**src/rtl/lopm_pkg.sv**
```systemverilog
// Package: constants, register map and carrier types of the LED output PWM mixer
package lopm_pkg;

   // ----------------------------------------------------------------
   // Clock and timing
   // ----------------------------------------------------------------
   localparam int unsigned CLK_HZ         = 50_000_000;
   localparam int unsigned CLK_MHZ        = CLK_HZ / 1_000_000;
   // One individual PWM step in ns; 256 steps give 1.5625 kHz, 64 give 6.25 kHz
   localparam int unsigned STEP_NS        = 2500;
   localparam int unsigned STEP_CYC       = (STEP_NS * CLK_MHZ + 999) / 1000;
   localparam int unsigned STEP_W         = $clog2(STEP_CYC);
   // Blink period is (period + 1) / 24 s, split into 256 group duty steps
   localparam int unsigned BLINK_BASE_HZ  = 24;
   localparam int unsigned GRP_STEPS      = 256;
   localparam int unsigned BLINK_UNIT_CYC = CLK_HZ / (BLINK_BASE_HZ * GRP_STEPS);
   // Period values up to this one blink at 6 Hz or faster
   localparam logic [7:0]  FAST_BLINK_MAX = 8'h03;
   // Individual phase counter: [5:0] fast step, [6] pair, [10:7] dimming step
   localparam int unsigned PHASE_W        = 11;
   localparam int unsigned NUM_CH         = 4;

   // ----------------------------------------------------------------
   // Wishbone register map (byte addresses, one word each)
   // ----------------------------------------------------------------
   localparam int unsigned WB_ADR_W       = 8;
   localparam int unsigned WB_DAT_W       = 32;
   localparam logic [7:0]  OFS_DUTY0      = 8'h00;
   localparam logic [7:0]  OFS_DUTY3      = 8'h0C;
   localparam logic [7:0]  OFS_GRP_DUTY   = 8'h10;
   localparam logic [7:0]  OFS_GRP_PERIOD = 8'h14;
   localparam logic [7:0]  OFS_CH_STATE   = 8'h18;
   localparam logic [7:0]  OFS_MODE       = 8'h1C;
   localparam logic [7:0]  OFS_STATUS     = 8'h20;

   // Mode register field positions
   localparam int unsigned MODE_DRV_BIT   = 0;
   localparam int unsigned MODE_INV_BIT   = 1;
   localparam int unsigned MODE_DMB_BIT   = 2;

   // Status register field positions
   localparam int unsigned STAT_LOWER_LSB = 0;
   localparam int unsigned STAT_UPPER_LSB = 4;
   localparam int unsigned STAT_PIN_LSB   = 8;
   localparam int unsigned STAT_GRP_BIT   = 12;

   // Values after reset
   localparam logic [7:0]  DUTY_RST       = 8'h00;
   localparam logic [7:0]  GRP_DUTY_RST   = 8'h00;
   localparam logic [7:0]  GRP_PERIOD_RST = 8'h00;
   localparam logic [7:0]  CH_STATE_RST   = 8'h00;
   localparam logic [2:0]  MODE_RST       = 3'h1;

   // ----------------------------------------------------------------
   // Types
   // ----------------------------------------------------------------
   typedef enum logic [1:0] {
      LOPM_ST_OFF = 2'b00,
      LOPM_ST_ON  = 2'b01,
      LOPM_ST_IND = 2'b10,
      LOPM_ST_GRP = 2'b11
   } lopm_chan_state_e;

   typedef struct packed {
      logic dim_blink_select;
      logic output_invert;
      logic output_drive_type;
   } lopm_mode_s;

   typedef struct packed {
      logic upper_on;
      logic lower_on;
   } lopm_drive_s;

endpackage

```
**src/rtl/lopm_mixer.sv**
```systemverilog
// LED output PWM mixer: Wishbone registers, PWM time bases, group signal, outputs
`timescale 1ns/1ps
module lopm_mixer
   import lopm_pkg::*;
#(
   parameter int unsigned BLINK_UNIT_CYC_P = BLINK_UNIT_CYC
)
(
   input  wire logic                  clk_sys_in,
   input  wire logic                  rst_n_in,
   input  wire logic                  ce_in,
   // Wishbone classic slave
   input  wire logic                  wb_cyc_in,
   input  wire logic                  wb_stb_in,
   input  wire logic                  wb_we_in,
   input  wire logic [WB_ADR_W-1:0]   wb_adr_in,
   input  wire logic [3:0]            wb_sel_in,
   input  wire logic [WB_DAT_W-1:0]   wb_dat_in,
   output      logic [WB_DAT_W-1:0]   wb_dat_out,
   output      logic                  wb_ack_out,
   // Channel output pins
   input  wire logic [NUM_CH-1:0]     channel_output_pin_in,
   output      logic [NUM_CH-1:0]     channel_output_pin_out,
   output      logic [NUM_CH-1:0]     channel_output_pin_oe_n_out
);

   localparam int unsigned UNIT_W = $clog2(BLINK_UNIT_CYC_P);

   // ----------------------------------------------------------------
   // Declarations
   // ----------------------------------------------------------------
   logic                  ack_ff;
   logic [WB_DAT_W-1:0]   rd_data_ff;
   logic [WB_DAT_W-1:0]   nxt_rd_data;
   logic                  bus_req;
   logic                  wr_en;
   logic [7:0]            word_adr;
   logic                  duty_hit;
   logic [1:0]            duty_idx;
   logic                  wr_duty;
   logic                  wr_grp_duty;
   logic                  wr_grp_period;
   logic                  wr_ch_state;
   logic                  wr_mode;

   logic [7:0]            channel_duty_ff [NUM_CH];
   logic [7:0]            group_duty_ff;
   logic [7:0]            group_period_ff;
   logic [7:0]            channel_state_register_ff;
   lopm_mode_s            mode_ff;

   logic [STEP_W-1:0]     step_cnt_ff;
   logic                  step_tick;
   logic [PHASE_W-1:0]    phase_ff;

   logic [UNIT_W-1:0]     unit_cnt_ff;
   logic                  unit_tick;
   logic [7:0]            mult_cnt_ff;
   logic                  blink_tick;
   logic [7:0]            blink_phase_ff;

   logic                  grp_sig;
   logic                  fast_blink;
   logic                  dim_grp;
   logic                  fast_grp;
   logic                  slow_grp;
   logic [WB_DAT_W-1:0]   status_word;
   logic [NUM_CH-1:0]     ind_pwm;
   lopm_drive_s           drive [NUM_CH];
   logic [NUM_CH-1:0]     upper_on;
   logic [NUM_CH-1:0]     lower_on;
   logic [NUM_CH-1:0]     pin_seen_ff;

   // ----------------------------------------------------------------
   // Wishbone handshake
   // ----------------------------------------------------------------
   assign bus_req  = wb_cyc_in & wb_stb_in & ~ack_ff;
   assign wr_en    = bus_req & wb_we_in & wb_sel_in[0];
   // Byte offsets below a word boundary select the same register
   assign word_adr = {wb_adr_in[WB_ADR_W-1:2], 2'b00};
   assign duty_hit = (word_adr >= OFS_DUTY0) && (word_adr <= OFS_DUTY3);
   assign duty_idx = word_adr[3:2];

   // ----------------------------------------------------------------
   // Write strobes, one for each writable register; the four duty registers share one
   // ----------------------------------------------------------------
   // Status and unmapped words have no strobe, so writes there are dropped
   assign wr_duty       = wr_en && duty_hit;
   assign wr_grp_duty   = wr_en && (word_adr == OFS_GRP_DUTY);
   assign wr_grp_period = wr_en && (word_adr == OFS_GRP_PERIOD);
   assign wr_ch_state   = wr_en && (word_adr == OFS_CH_STATE);
   assign wr_mode       = wr_en && (word_adr == OFS_MODE);

   // Answers every request one cycle after it is seen, then drops for a cycle
   always_ff @(posedge clk_sys_in or negedge rst_n_in) begin
      if (!rst_n_in) begin
         ack_ff <= 1'b0;
      end else if (ce_in) begin
         ack_ff <= bus_req;
      end
   end

   // Read data is captured together with the acknowledge
   always_ff @(posedge clk_sys_in or negedge rst_n_in) begin
      if (!rst_n_in) begin
         rd_data_ff <= '0;
      end else if (ce_in && bus_req) begin
         rd_data_ff <= nxt_rd_data;
      end
   end

   assign wb_ack_out = ack_ff;
   assign wb_dat_out = rd_data_ff;

   // ----------------------------------------------------------------
   // Configuration registers
   // ----------------------------------------------------------------
   always_ff @(posedge clk_sys_in or negedge rst_n_in) begin
      if (!rst_n_in) begin
         for (int i = 0; i < NUM_CH; i++) begin
            channel_duty_ff[i] <= DUTY_RST;
         end
      end else if (ce_in && wr_duty) begin
         channel_duty_ff[duty_idx] <= wb_dat_in[7:0];
      end
   end

   always_ff @(posedge clk_sys_in or negedge rst_n_in) begin
      if (!rst_n_in) begin
         group_duty_ff <= GRP_DUTY_RST;
      end else if (ce_in && wr_grp_duty) begin
         group_duty_ff <= wb_dat_in[7:0];
      end
   end

   always_ff @(posedge clk_sys_in or negedge rst_n_in) begin
      if (!rst_n_in) begin
         group_period_ff <= GRP_PERIOD_RST;
      end else if (ce_in && wr_grp_period) begin
         group_period_ff <= wb_dat_in[7:0];
      end
   end

   always_ff @(posedge clk_sys_in or negedge rst_n_in) begin
      if (!rst_n_in) begin
         channel_state_register_ff <= CH_STATE_RST;
      end else if (ce_in && wr_ch_state) begin
         channel_state_register_ff <= wb_dat_in[7:0];
      end
   end

   always_ff @(posedge clk_sys_in or negedge rst_n_in) begin
      if (!rst_n_in) begin
         // Totem pole, no inversion, dimming after reset
         mode_ff <= MODE_RST;
      end else if (ce_in && wr_mode) begin
         mode_ff.dim_blink_select  <= wb_dat_in[MODE_DMB_BIT];
         mode_ff.output_invert     <= wb_dat_in[MODE_INV_BIT];
         mode_ff.output_drive_type <= wb_dat_in[MODE_DRV_BIT];
      end
   end

   // ----------------------------------------------------------------
   // Status word: live transistor controls, pin levels, group signal
   // ----------------------------------------------------------------
   always_comb begin
      status_word                           = '0;
      status_word[STAT_LOWER_LSB +: NUM_CH] = lower_on;
      status_word[STAT_UPPER_LSB +: NUM_CH] = upper_on;
      status_word[STAT_PIN_LSB +: NUM_CH]   = pin_seen_ff;
      status_word[STAT_GRP_BIT]             = grp_sig;
   end

   // ----------------------------------------------------------------
   // Read multiplexer; unmapped words read as zero
   // ----------------------------------------------------------------
   always_comb begin
      nxt_rd_data = '0;
      if (duty_hit) begin
         nxt_rd_data[7:0] = channel_duty_ff[duty_idx];
      end else begin
         unique case (word_adr)
            OFS_GRP_DUTY   : nxt_rd_data[7:0] = group_duty_ff;
            OFS_GRP_PERIOD : nxt_rd_data[7:0] = group_period_ff;
            OFS_CH_STATE   : nxt_rd_data[7:0] = channel_state_register_ff;
            OFS_MODE : begin
               nxt_rd_data[MODE_DMB_BIT] = mode_ff.dim_blink_select;
               nxt_rd_data[MODE_INV_BIT] = mode_ff.output_invert;
               nxt_rd_data[MODE_DRV_BIT] = mode_ff.output_drive_type;
            end
            OFS_STATUS     : nxt_rd_data = status_word;
            default : nxt_rd_data = '0;
         endcase
      end
   end

   // Pin levels are sampled so software can read back the wire
   always_ff @(posedge clk_sys_in or negedge rst_n_in) begin
      if (!rst_n_in) begin
         pin_seen_ff <= '0;
      end else if (ce_in) begin
         pin_seen_ff <= channel_output_pin_in;
      end
   end

   // ----------------------------------------------------------------
   // Individual PWM time base: 2.5 us steps
   // ----------------------------------------------------------------
   // Step length is rounded up to whole clock cycles
   assign step_tick = (step_cnt_ff == STEP_W'(STEP_CYC - 1));

   always_ff @(posedge clk_sys_in or negedge rst_n_in) begin
      if (!rst_n_in) begin
         step_cnt_ff <= '0;
      end else if (ce_in) begin
         step_cnt_ff <= step_tick ? '0 : step_cnt_ff + STEP_W'(1);
      end
   end

   // Low 8 bits: 1.5625 kHz frame; low 6: 6.25 kHz; top 4: dimming step
   always_ff @(posedge clk_sys_in or negedge rst_n_in) begin
      if (!rst_n_in) begin
         phase_ff <= '0;
      end else if (ce_in && step_tick) begin
         phase_ff <= phase_ff + PHASE_W'(1);
      end
   end

   // ----------------------------------------------------------------
   // Blink time base: a group step lasts (period + 1) blink units
   // ----------------------------------------------------------------
   // Unit length is a parameter so a test can shorten the blink period
   assign unit_tick  = (unit_cnt_ff == UNIT_W'(BLINK_UNIT_CYC_P - 1));
   assign blink_tick = unit_tick && (mult_cnt_ff >= group_period_ff);

   always_ff @(posedge clk_sys_in or negedge rst_n_in) begin
      if (!rst_n_in) begin
         unit_cnt_ff <= '0;
      end else if (ce_in) begin
         unit_cnt_ff <= unit_tick ? '0 : unit_cnt_ff + UNIT_W'(1);
      end
   end

   // A lowered period takes effect at once, without a long wrap-around
   always_ff @(posedge clk_sys_in or negedge rst_n_in) begin
      if (!rst_n_in) begin
         mult_cnt_ff <= '0;
      end else if (ce_in && unit_tick) begin
         mult_cnt_ff <= blink_tick ? 8'h00 : mult_cnt_ff + 8'h01;
      end
   end

   // 256 group steps make one blink period
   always_ff @(posedge clk_sys_in or negedge rst_n_in) begin
      if (!rst_n_in) begin
         blink_phase_ff <= '0;
      end else if (ce_in && blink_tick) begin
         blink_phase_ff <= blink_phase_ff + 8'h01;
      end
   end

   // ----------------------------------------------------------------
   // Shared group signal
   // ----------------------------------------------------------------
   // Period values up to the limit blink at 6 Hz or faster
   assign fast_blink = (group_period_ff <= FAST_BLINK_MAX);

   // Dimming: 16 steps, two 6.25 kHz frames per step
   assign dim_grp  = (phase_ff[PHASE_W-1:7] < group_duty_ff[7:4]);
   // Fast blink drops the two low duty bits: 64 steps
   assign fast_grp = (blink_phase_ff < {group_duty_ff[7:2], 2'b00});
   assign slow_grp = (blink_phase_ff < group_duty_ff);

   // Only one group signal exists; the period is ignored while dimming
   always_comb begin
      if (!mode_ff.dim_blink_select) begin
         grp_sig = dim_grp;
      end else if (fast_blink) begin
         grp_sig = fast_grp;
      end else begin
         grp_sig = slow_grp;
      end
   end

   // ----------------------------------------------------------------
   // Channels
   // ----------------------------------------------------------------
   for (genvar ch = 0; ch < NUM_CH; ch++) begin : g_ch
      lopm_chan_state_e ch_state;
      logic             dim_mode;

      assign ch_state = lopm_chan_state_e'(channel_state_register_ff[2*ch +: 2]);
      assign dim_mode = (ch_state == LOPM_ST_GRP) && !mode_ff.dim_blink_select;

      // A group-state channel under dimming runs the individual PWM at 64 steps, otherwise 256
      always_comb begin
         if (dim_mode) begin
            ind_pwm[ch] = (phase_ff[5:0] < channel_duty_ff[ch][7:2]);
         end else begin
            ind_pwm[ch] = (phase_ff[7:0] < channel_duty_ff[ch]);
         end
      end

      // Output flop keeps the pins free of decode glitches
      lopm_out_stage u_out (
         .clk_sys_in   (clk_sys_in),
         .rst_n_in     (rst_n_in),
         .ce_in        (ce_in),
         .state_in     (ch_state),
         .mode_in      (mode_ff),
         .ind_pwm_in   (ind_pwm[ch]),
         .grp_pwm_in   (grp_sig),
         .drive_out    (drive[ch]),
         .pin_out      (channel_output_pin_out[ch]),
         .pin_oe_n_out (channel_output_pin_oe_n_out[ch])
      );

      // Transistor controls feed the status word
      assign upper_on[ch] = drive[ch].upper_on;
      assign lower_on[ch] = drive[ch].lower_on;
   end

endmodule // lopm_mixer

```
**src/rtl/lopm_out_stage.sv**
```systemverilog
// Per-channel output stage: mixes state, PWM and polarity into transistor controls
`timescale 1ns/1ps
module lopm_out_stage
   import lopm_pkg::*;
(
   input  wire logic             clk_sys_in,
   input  wire logic             rst_n_in,
   input  wire logic             ce_in,
   input  wire lopm_chan_state_e state_in,
   input  wire lopm_mode_s       mode_in,
   input  wire logic             ind_pwm_in,
   input  wire logic             grp_pwm_in,
   output      lopm_drive_s      drive_out,
   output      logic             pin_out,
   output      logic             pin_oe_n_out
);

   logic        pwm_on;
   logic        sink_on;
   lopm_drive_s nxt_drive;
   lopm_drive_s drive_ff;

   // ----------------------------------------------------------------
   // Output value before polarity
   // ----------------------------------------------------------------
   always_comb begin
      unique case (state_in)
         LOPM_ST_OFF : pwm_on = 1'b0;
         LOPM_ST_ON  : pwm_on = 1'b1;
         LOPM_ST_IND : pwm_on = ind_pwm_in;
         LOPM_ST_GRP : pwm_on = ind_pwm_in & grp_pwm_in;
      endcase
   end

   // ----------------------------------------------------------------
   // Polarity and drive type
   // ----------------------------------------------------------------
   always_comb begin
      sink_on            = pwm_on ^ mode_in.output_invert;
      nxt_drive.lower_on = sink_on;
      nxt_drive.upper_on = mode_in.output_drive_type & ~sink_on;
   end

   always_ff @(posedge clk_sys_in or negedge rst_n_in) begin
      if (!rst_n_in) begin
         drive_ff <= '0;
      end else if (ce_in) begin
         drive_ff <= nxt_drive;
      end
   end

   assign drive_out    = drive_ff;
   assign pin_out      = drive_ff.upper_on;
   assign pin_oe_n_out = ~(drive_ff.upper_on | drive_ff.lower_on);

endmodule // lopm_out_stage

```
**config.mk**
```make
export PLATFORM = sky130hd
export DESIGN_NAME = lopm_mixer
export DESIGN_NICKNAME = d
export VERILOG_FILES = /design/src/rtl/lopm_pkg.sv /design/src/rtl/lopm_mixer.sv /design/src/rtl/lopm_out_stage.sv
export SDC_FILE = /design/constraint.sdc
export NUM_CORES = 1
export LEC_CHECK = 0
export ABC_AREA = 1
export BUFFER_PORTS_ARGS = -buffer_cell sky130_fd_sc_hd__buf_4
export CAP_MARGIN = 30
export CORE_MARGIN = 2
export CORE_UTILIZATION = 45
export DETAILED_ROUTE_END_ITERATION = 10
export HOLD_SLACK_MARGIN = 0.03
export MAX_ROUTING_LAYER = met4
export PLACE_DENSITY_LB_ADDON = 0.05
export SLEW_MARGIN = 20
export SYNTH_ARGS = -nofsm -noshare
export SYNTH_HDL_FRONTEND = slang
export SYNTH_SLANG_ARGS = --single-unit
```
**constraint.sdc**
```tcl
create_clock -name clk_sys_in -period 1.99 [get_ports clk_sys_in]
set_clock_uncertainty 0.15 [all_clocks]
set_input_delay 0.398 -clock clk_sys_in [delete_from_list [all_inputs] [get_ports clk_sys_in]]
set_output_delay 0.398 -clock clk_sys_in [all_outputs]
set_load 0.01 [all_outputs]
```
==> flow_metrics.py <==
metrics = {
    "run_status": {
        "status": "completed",
    },
    "synth": {
        "synth_cells": 1004,
        "synth-main-ff-cell": "dfrtp_1",
        "synth-seq-area-share": 0.409,
        "synth-async-reset-ratio": 1.00,
        "yosys_warnings": 0,
        "synth_cell_types": 49,
        "synth_edf_count": 0,
        "synth-seq-cells": 132,
        "syn_area_per_cell_um2": 8.05,
        "syn_area_mm2": 0.00808,
    },
    "timing": {
        "setup_violations": 0,
        "finalHoldViolCount": 0,
        "clock.fmax_ghz": 0.506,
        "rsz0062_at_grt": "true",
        "finalCriticalPeriod_ns": 1.98,
        "timing.final.crit_share": 0.993,
        "fin_hold_ws_ns": 0.0452,
        "maxSlewViolCount": 0,
    },
    "clock_network": {
        "cts_tree": "done",
        "path_clk_slew_ns": 0.07,
        "cts-htree-levels": 4,
        "numCtsBuffers": 17,
        "clkLatencyLatePin_ns": 0.42,
        "cts_buffer_depth": 2,
        "clkSinkCount": 132,
        "clockRootBuffer": "clkbuf_16",
    },
    "power_and_ir_drop": {
        "power_mw": 7.76,
        "p_clk_frac": 0.436,
        "p_sw_mw": 2.22,
        "internal_power_mw": 5.54,
        "pwr-share-seq": 0.397,
        "p_comb_frac": 0.167,
        "powerDensity_mw_per_mm2": 732,
        "p_sw_frac": 0.286,
        "ir_worst_vdd_uv": 682,
        "leakage_nw": 4.99,
    },
    "critical_path": {
        "cp-start-kind": "register",
        "setup.worst_path.class": "register to register",
        "endpoint_kind": "register",
        "arrival_ns": 2.13,
        "crit_fanout": 5,
        "crit_required_ns": 2.15,
    },
    "layout": {
        "diodes": 0,
        "stdcell_count": 1387,
        "drive_gt1_frac": 0.270,
        "synthToLayoutAreaGrowth_pct": 31.3,
        "design_area_mm2": 0.0106,
        "mostFrequentLayoutCell": "nand2_1",
        "utilization": 0.609,
        "final_cell_mix": "233 x nand2_1, 131 x buf_4, 126 x dfrtp_1",
        "nNetsFinal": 1277,
    },
    "routing": {
        "drcViolationCount": 0,
        "via_per_inst": 5.09,
        "first_pass_iters": 5,
        "wire_per_inst_um": 16.0,
        "route.vias.total": 7066,
        "ant_nets": 0,
        "first_iter_violations": 452,
        "drt-total-wl_mm": 22.2,
    },
    "grt": {
        "grt_max_degree": 43,
        "antenna_found_initial": 0,
        "met1_usage": 0.366,
        "grt_util_all_layers": 0.256,
        "grt_pass1_wl_mm": 35.6,
        "grt_overflow": 0,
        "grtUsageMet2": 0.373,
        "grt_pass1_vias": 6800,
        "grt_use_met3": 0.0570,
        "top_usage_layer": "met2",
    },
    "place": {
        "io_buffers": 46,
        "place_inst": 1338,
        "hpwl_mm": 16.4,
        "place_area_mm2": 0.00922,
        "gp_congestion": 0.946,
    },
    "floorplan": {
        "io_pins": 95,
        "start_util": 0.464,
        "core_area_mm2": 0.0174,
        "fp.dieH_um": 138,
        "fp.dieW_um": 138,
        "rows": 48,
        "dieArea_mm2": 0.0190,
    },
    "hold_path": {
        "holdCritPathClass": "input pin to register",
    },
    "run": {
        "max-cap-violations": 0,
    },
}
[routing by layer]
metal	vias up	share of wire	wire length (µm)
met5	-	0	0
met4	0	0.013	293
met3	21	0.061	1360
met2	180	0.44	9680
met1	3319	0.49	10800
li1	3546	-	-
[synthesized netlist by cell type, types with 2 or more instances]
library cell  count  area [µm²]
xor2_1           17         149
xnor2_1           7        61.3
buf_2             2        10.0
nand2_2           2        12.5
a21boi_0          4        30.0
o21ai_0         100         500
nand2_1         262         983
nor4_1            3        18.8
nor2_2            2        12.5
clkbuf_1          8        30.0
o31ai_1           2        15.0
buf_4            28         210
o2111ai_1         2        17.5
inv_2             3        11.3
inv_1           132         495
nor3_1           15        75.1
a21oi_1          33         165
nand4_1           5        31.3
nand3_1          45         225
o22ai_1          19         119
a211oi_1          2        15.0
nor2_4            4        45.0
o21ai_1           5        25.0
nor3b_1           3        22.5
o21a_1            8        60.1
nor3_4            2        32.5
nor3_2            5        50.1
dfrtp_1         131        3280
a31oi_1           4        25.0
nand3b_1          4        30.0
nor2_1           54         203
ha_1             74         926
[path summary, 6_finish.rpt]
kind                       cells after the start                      from  slack, ns           endpoint
setup / recovery                               7            mult_cnt_ff[7]       0.01  blink_phase_ff[5]
min in group asynchronous                      2                  rst_n_in       0.32        phase_ff[1]
max in group asynchronous                      3                  rst_n_in       0.76         mode_ff[0]
hold reg to reg                                1            step_cnt_ff[4]       0.33     step_cnt_ff[5]
hold / removal                                 3  channel_output_pin_in[2]       0.05     pin_seen_ff[2]
setup reg to reg                               7            mult_cnt_ff[7]       0.01  blink_phase_ff[5]
[flip-flops by register name, indices dropped and copies added, names as in the netlist]
signal	flops
blink_phase_ff	8
channel_duty_ff	32
channel_state_register_ff	8
g_ch.u_out.drive_out	4
g_ch.u_out.pin_out	4
group_duty_ff	8
group_period_ff	8
mode_ff	3
mult_cnt_ff	8
phase_ff	11
pin_seen_ff	4
step_cnt_ff	7
unit_cnt_ff	13
wb_ack_out	1
wb_dat_out	13
[layout make-up]
| type | count | area, µm² |
|---|---|---|
| fillers | 1583 | 6810 |
| multi-input cells | 714 | 4640 |
| flip-flops and latches | 132 | 3310 |
| repair buffers | 147 | 1210 |
| inverters | 137 | 526 |
| clock buffers | 18 | 429 |
| well taps | 225 | 282 |
| clock inverters | 14 | 201 |
[critical path, stage by stage, from the launching register on]
cell     delay (ns)
dfrtp_1        0.41
ha_4           0.29
nand2_2        0.08
o41ai_4        0.42
nand2_2        0.18
inv_4          0.13
nand2_1        0.07
xor2_1         0.14
[cells by family after synthesis]
family,count (synthesis),share of synthesized area
adder cells (fa/ha/maj),74,0.115
flip-flops,132,0.409
buffers and inverters,176,0.0954
AND/OR/NAND/NOR,414,0.229
XOR/XNOR,24,0.0260
AO/OA/AOI/OAI,183,0.126
other,1,0.000464
[power groups by stage]
stage | clock (mW) | sequential [mW] | combinational [mW]
6_report | 3.39 | 3.08 | 1.29
2_1_floorplan | 0 | 3.09 | 0.676
4_1_cts | 3.44 | 3.07 | 1.17
5_1_grt | 3.57 | 3.11 | 1.47
3_5_place_dp | 0 | 3.12 | 1.10
3_3_place_gp | 0 | 3.13 | 1.08
[per-stage QoR]
stage	setup WS (ns)	setup TNS, ns
after floorplan	0.0280	0
after global placement	-0.138	-1.47
after detailed placement	-0.138	-1.57
after CTS	0.0000846	0
after global routing	-0.0983	-1.14
final	0.0141	0
[timing repair]
| action | 4_1_cts | 5_1_grt |
|---|---|---|
| resized for setup | 29 | 116 |
| endpoints found under the hold margin | 40 | 0 |
| pin swaps | 7 | 43 |
| buffers inserted | 3 | 12 |
| endpoints found under the setup margin | 20 | 27 |
| hold buffers | 2 | 0 |
Power figures use the tool's default switching activity.
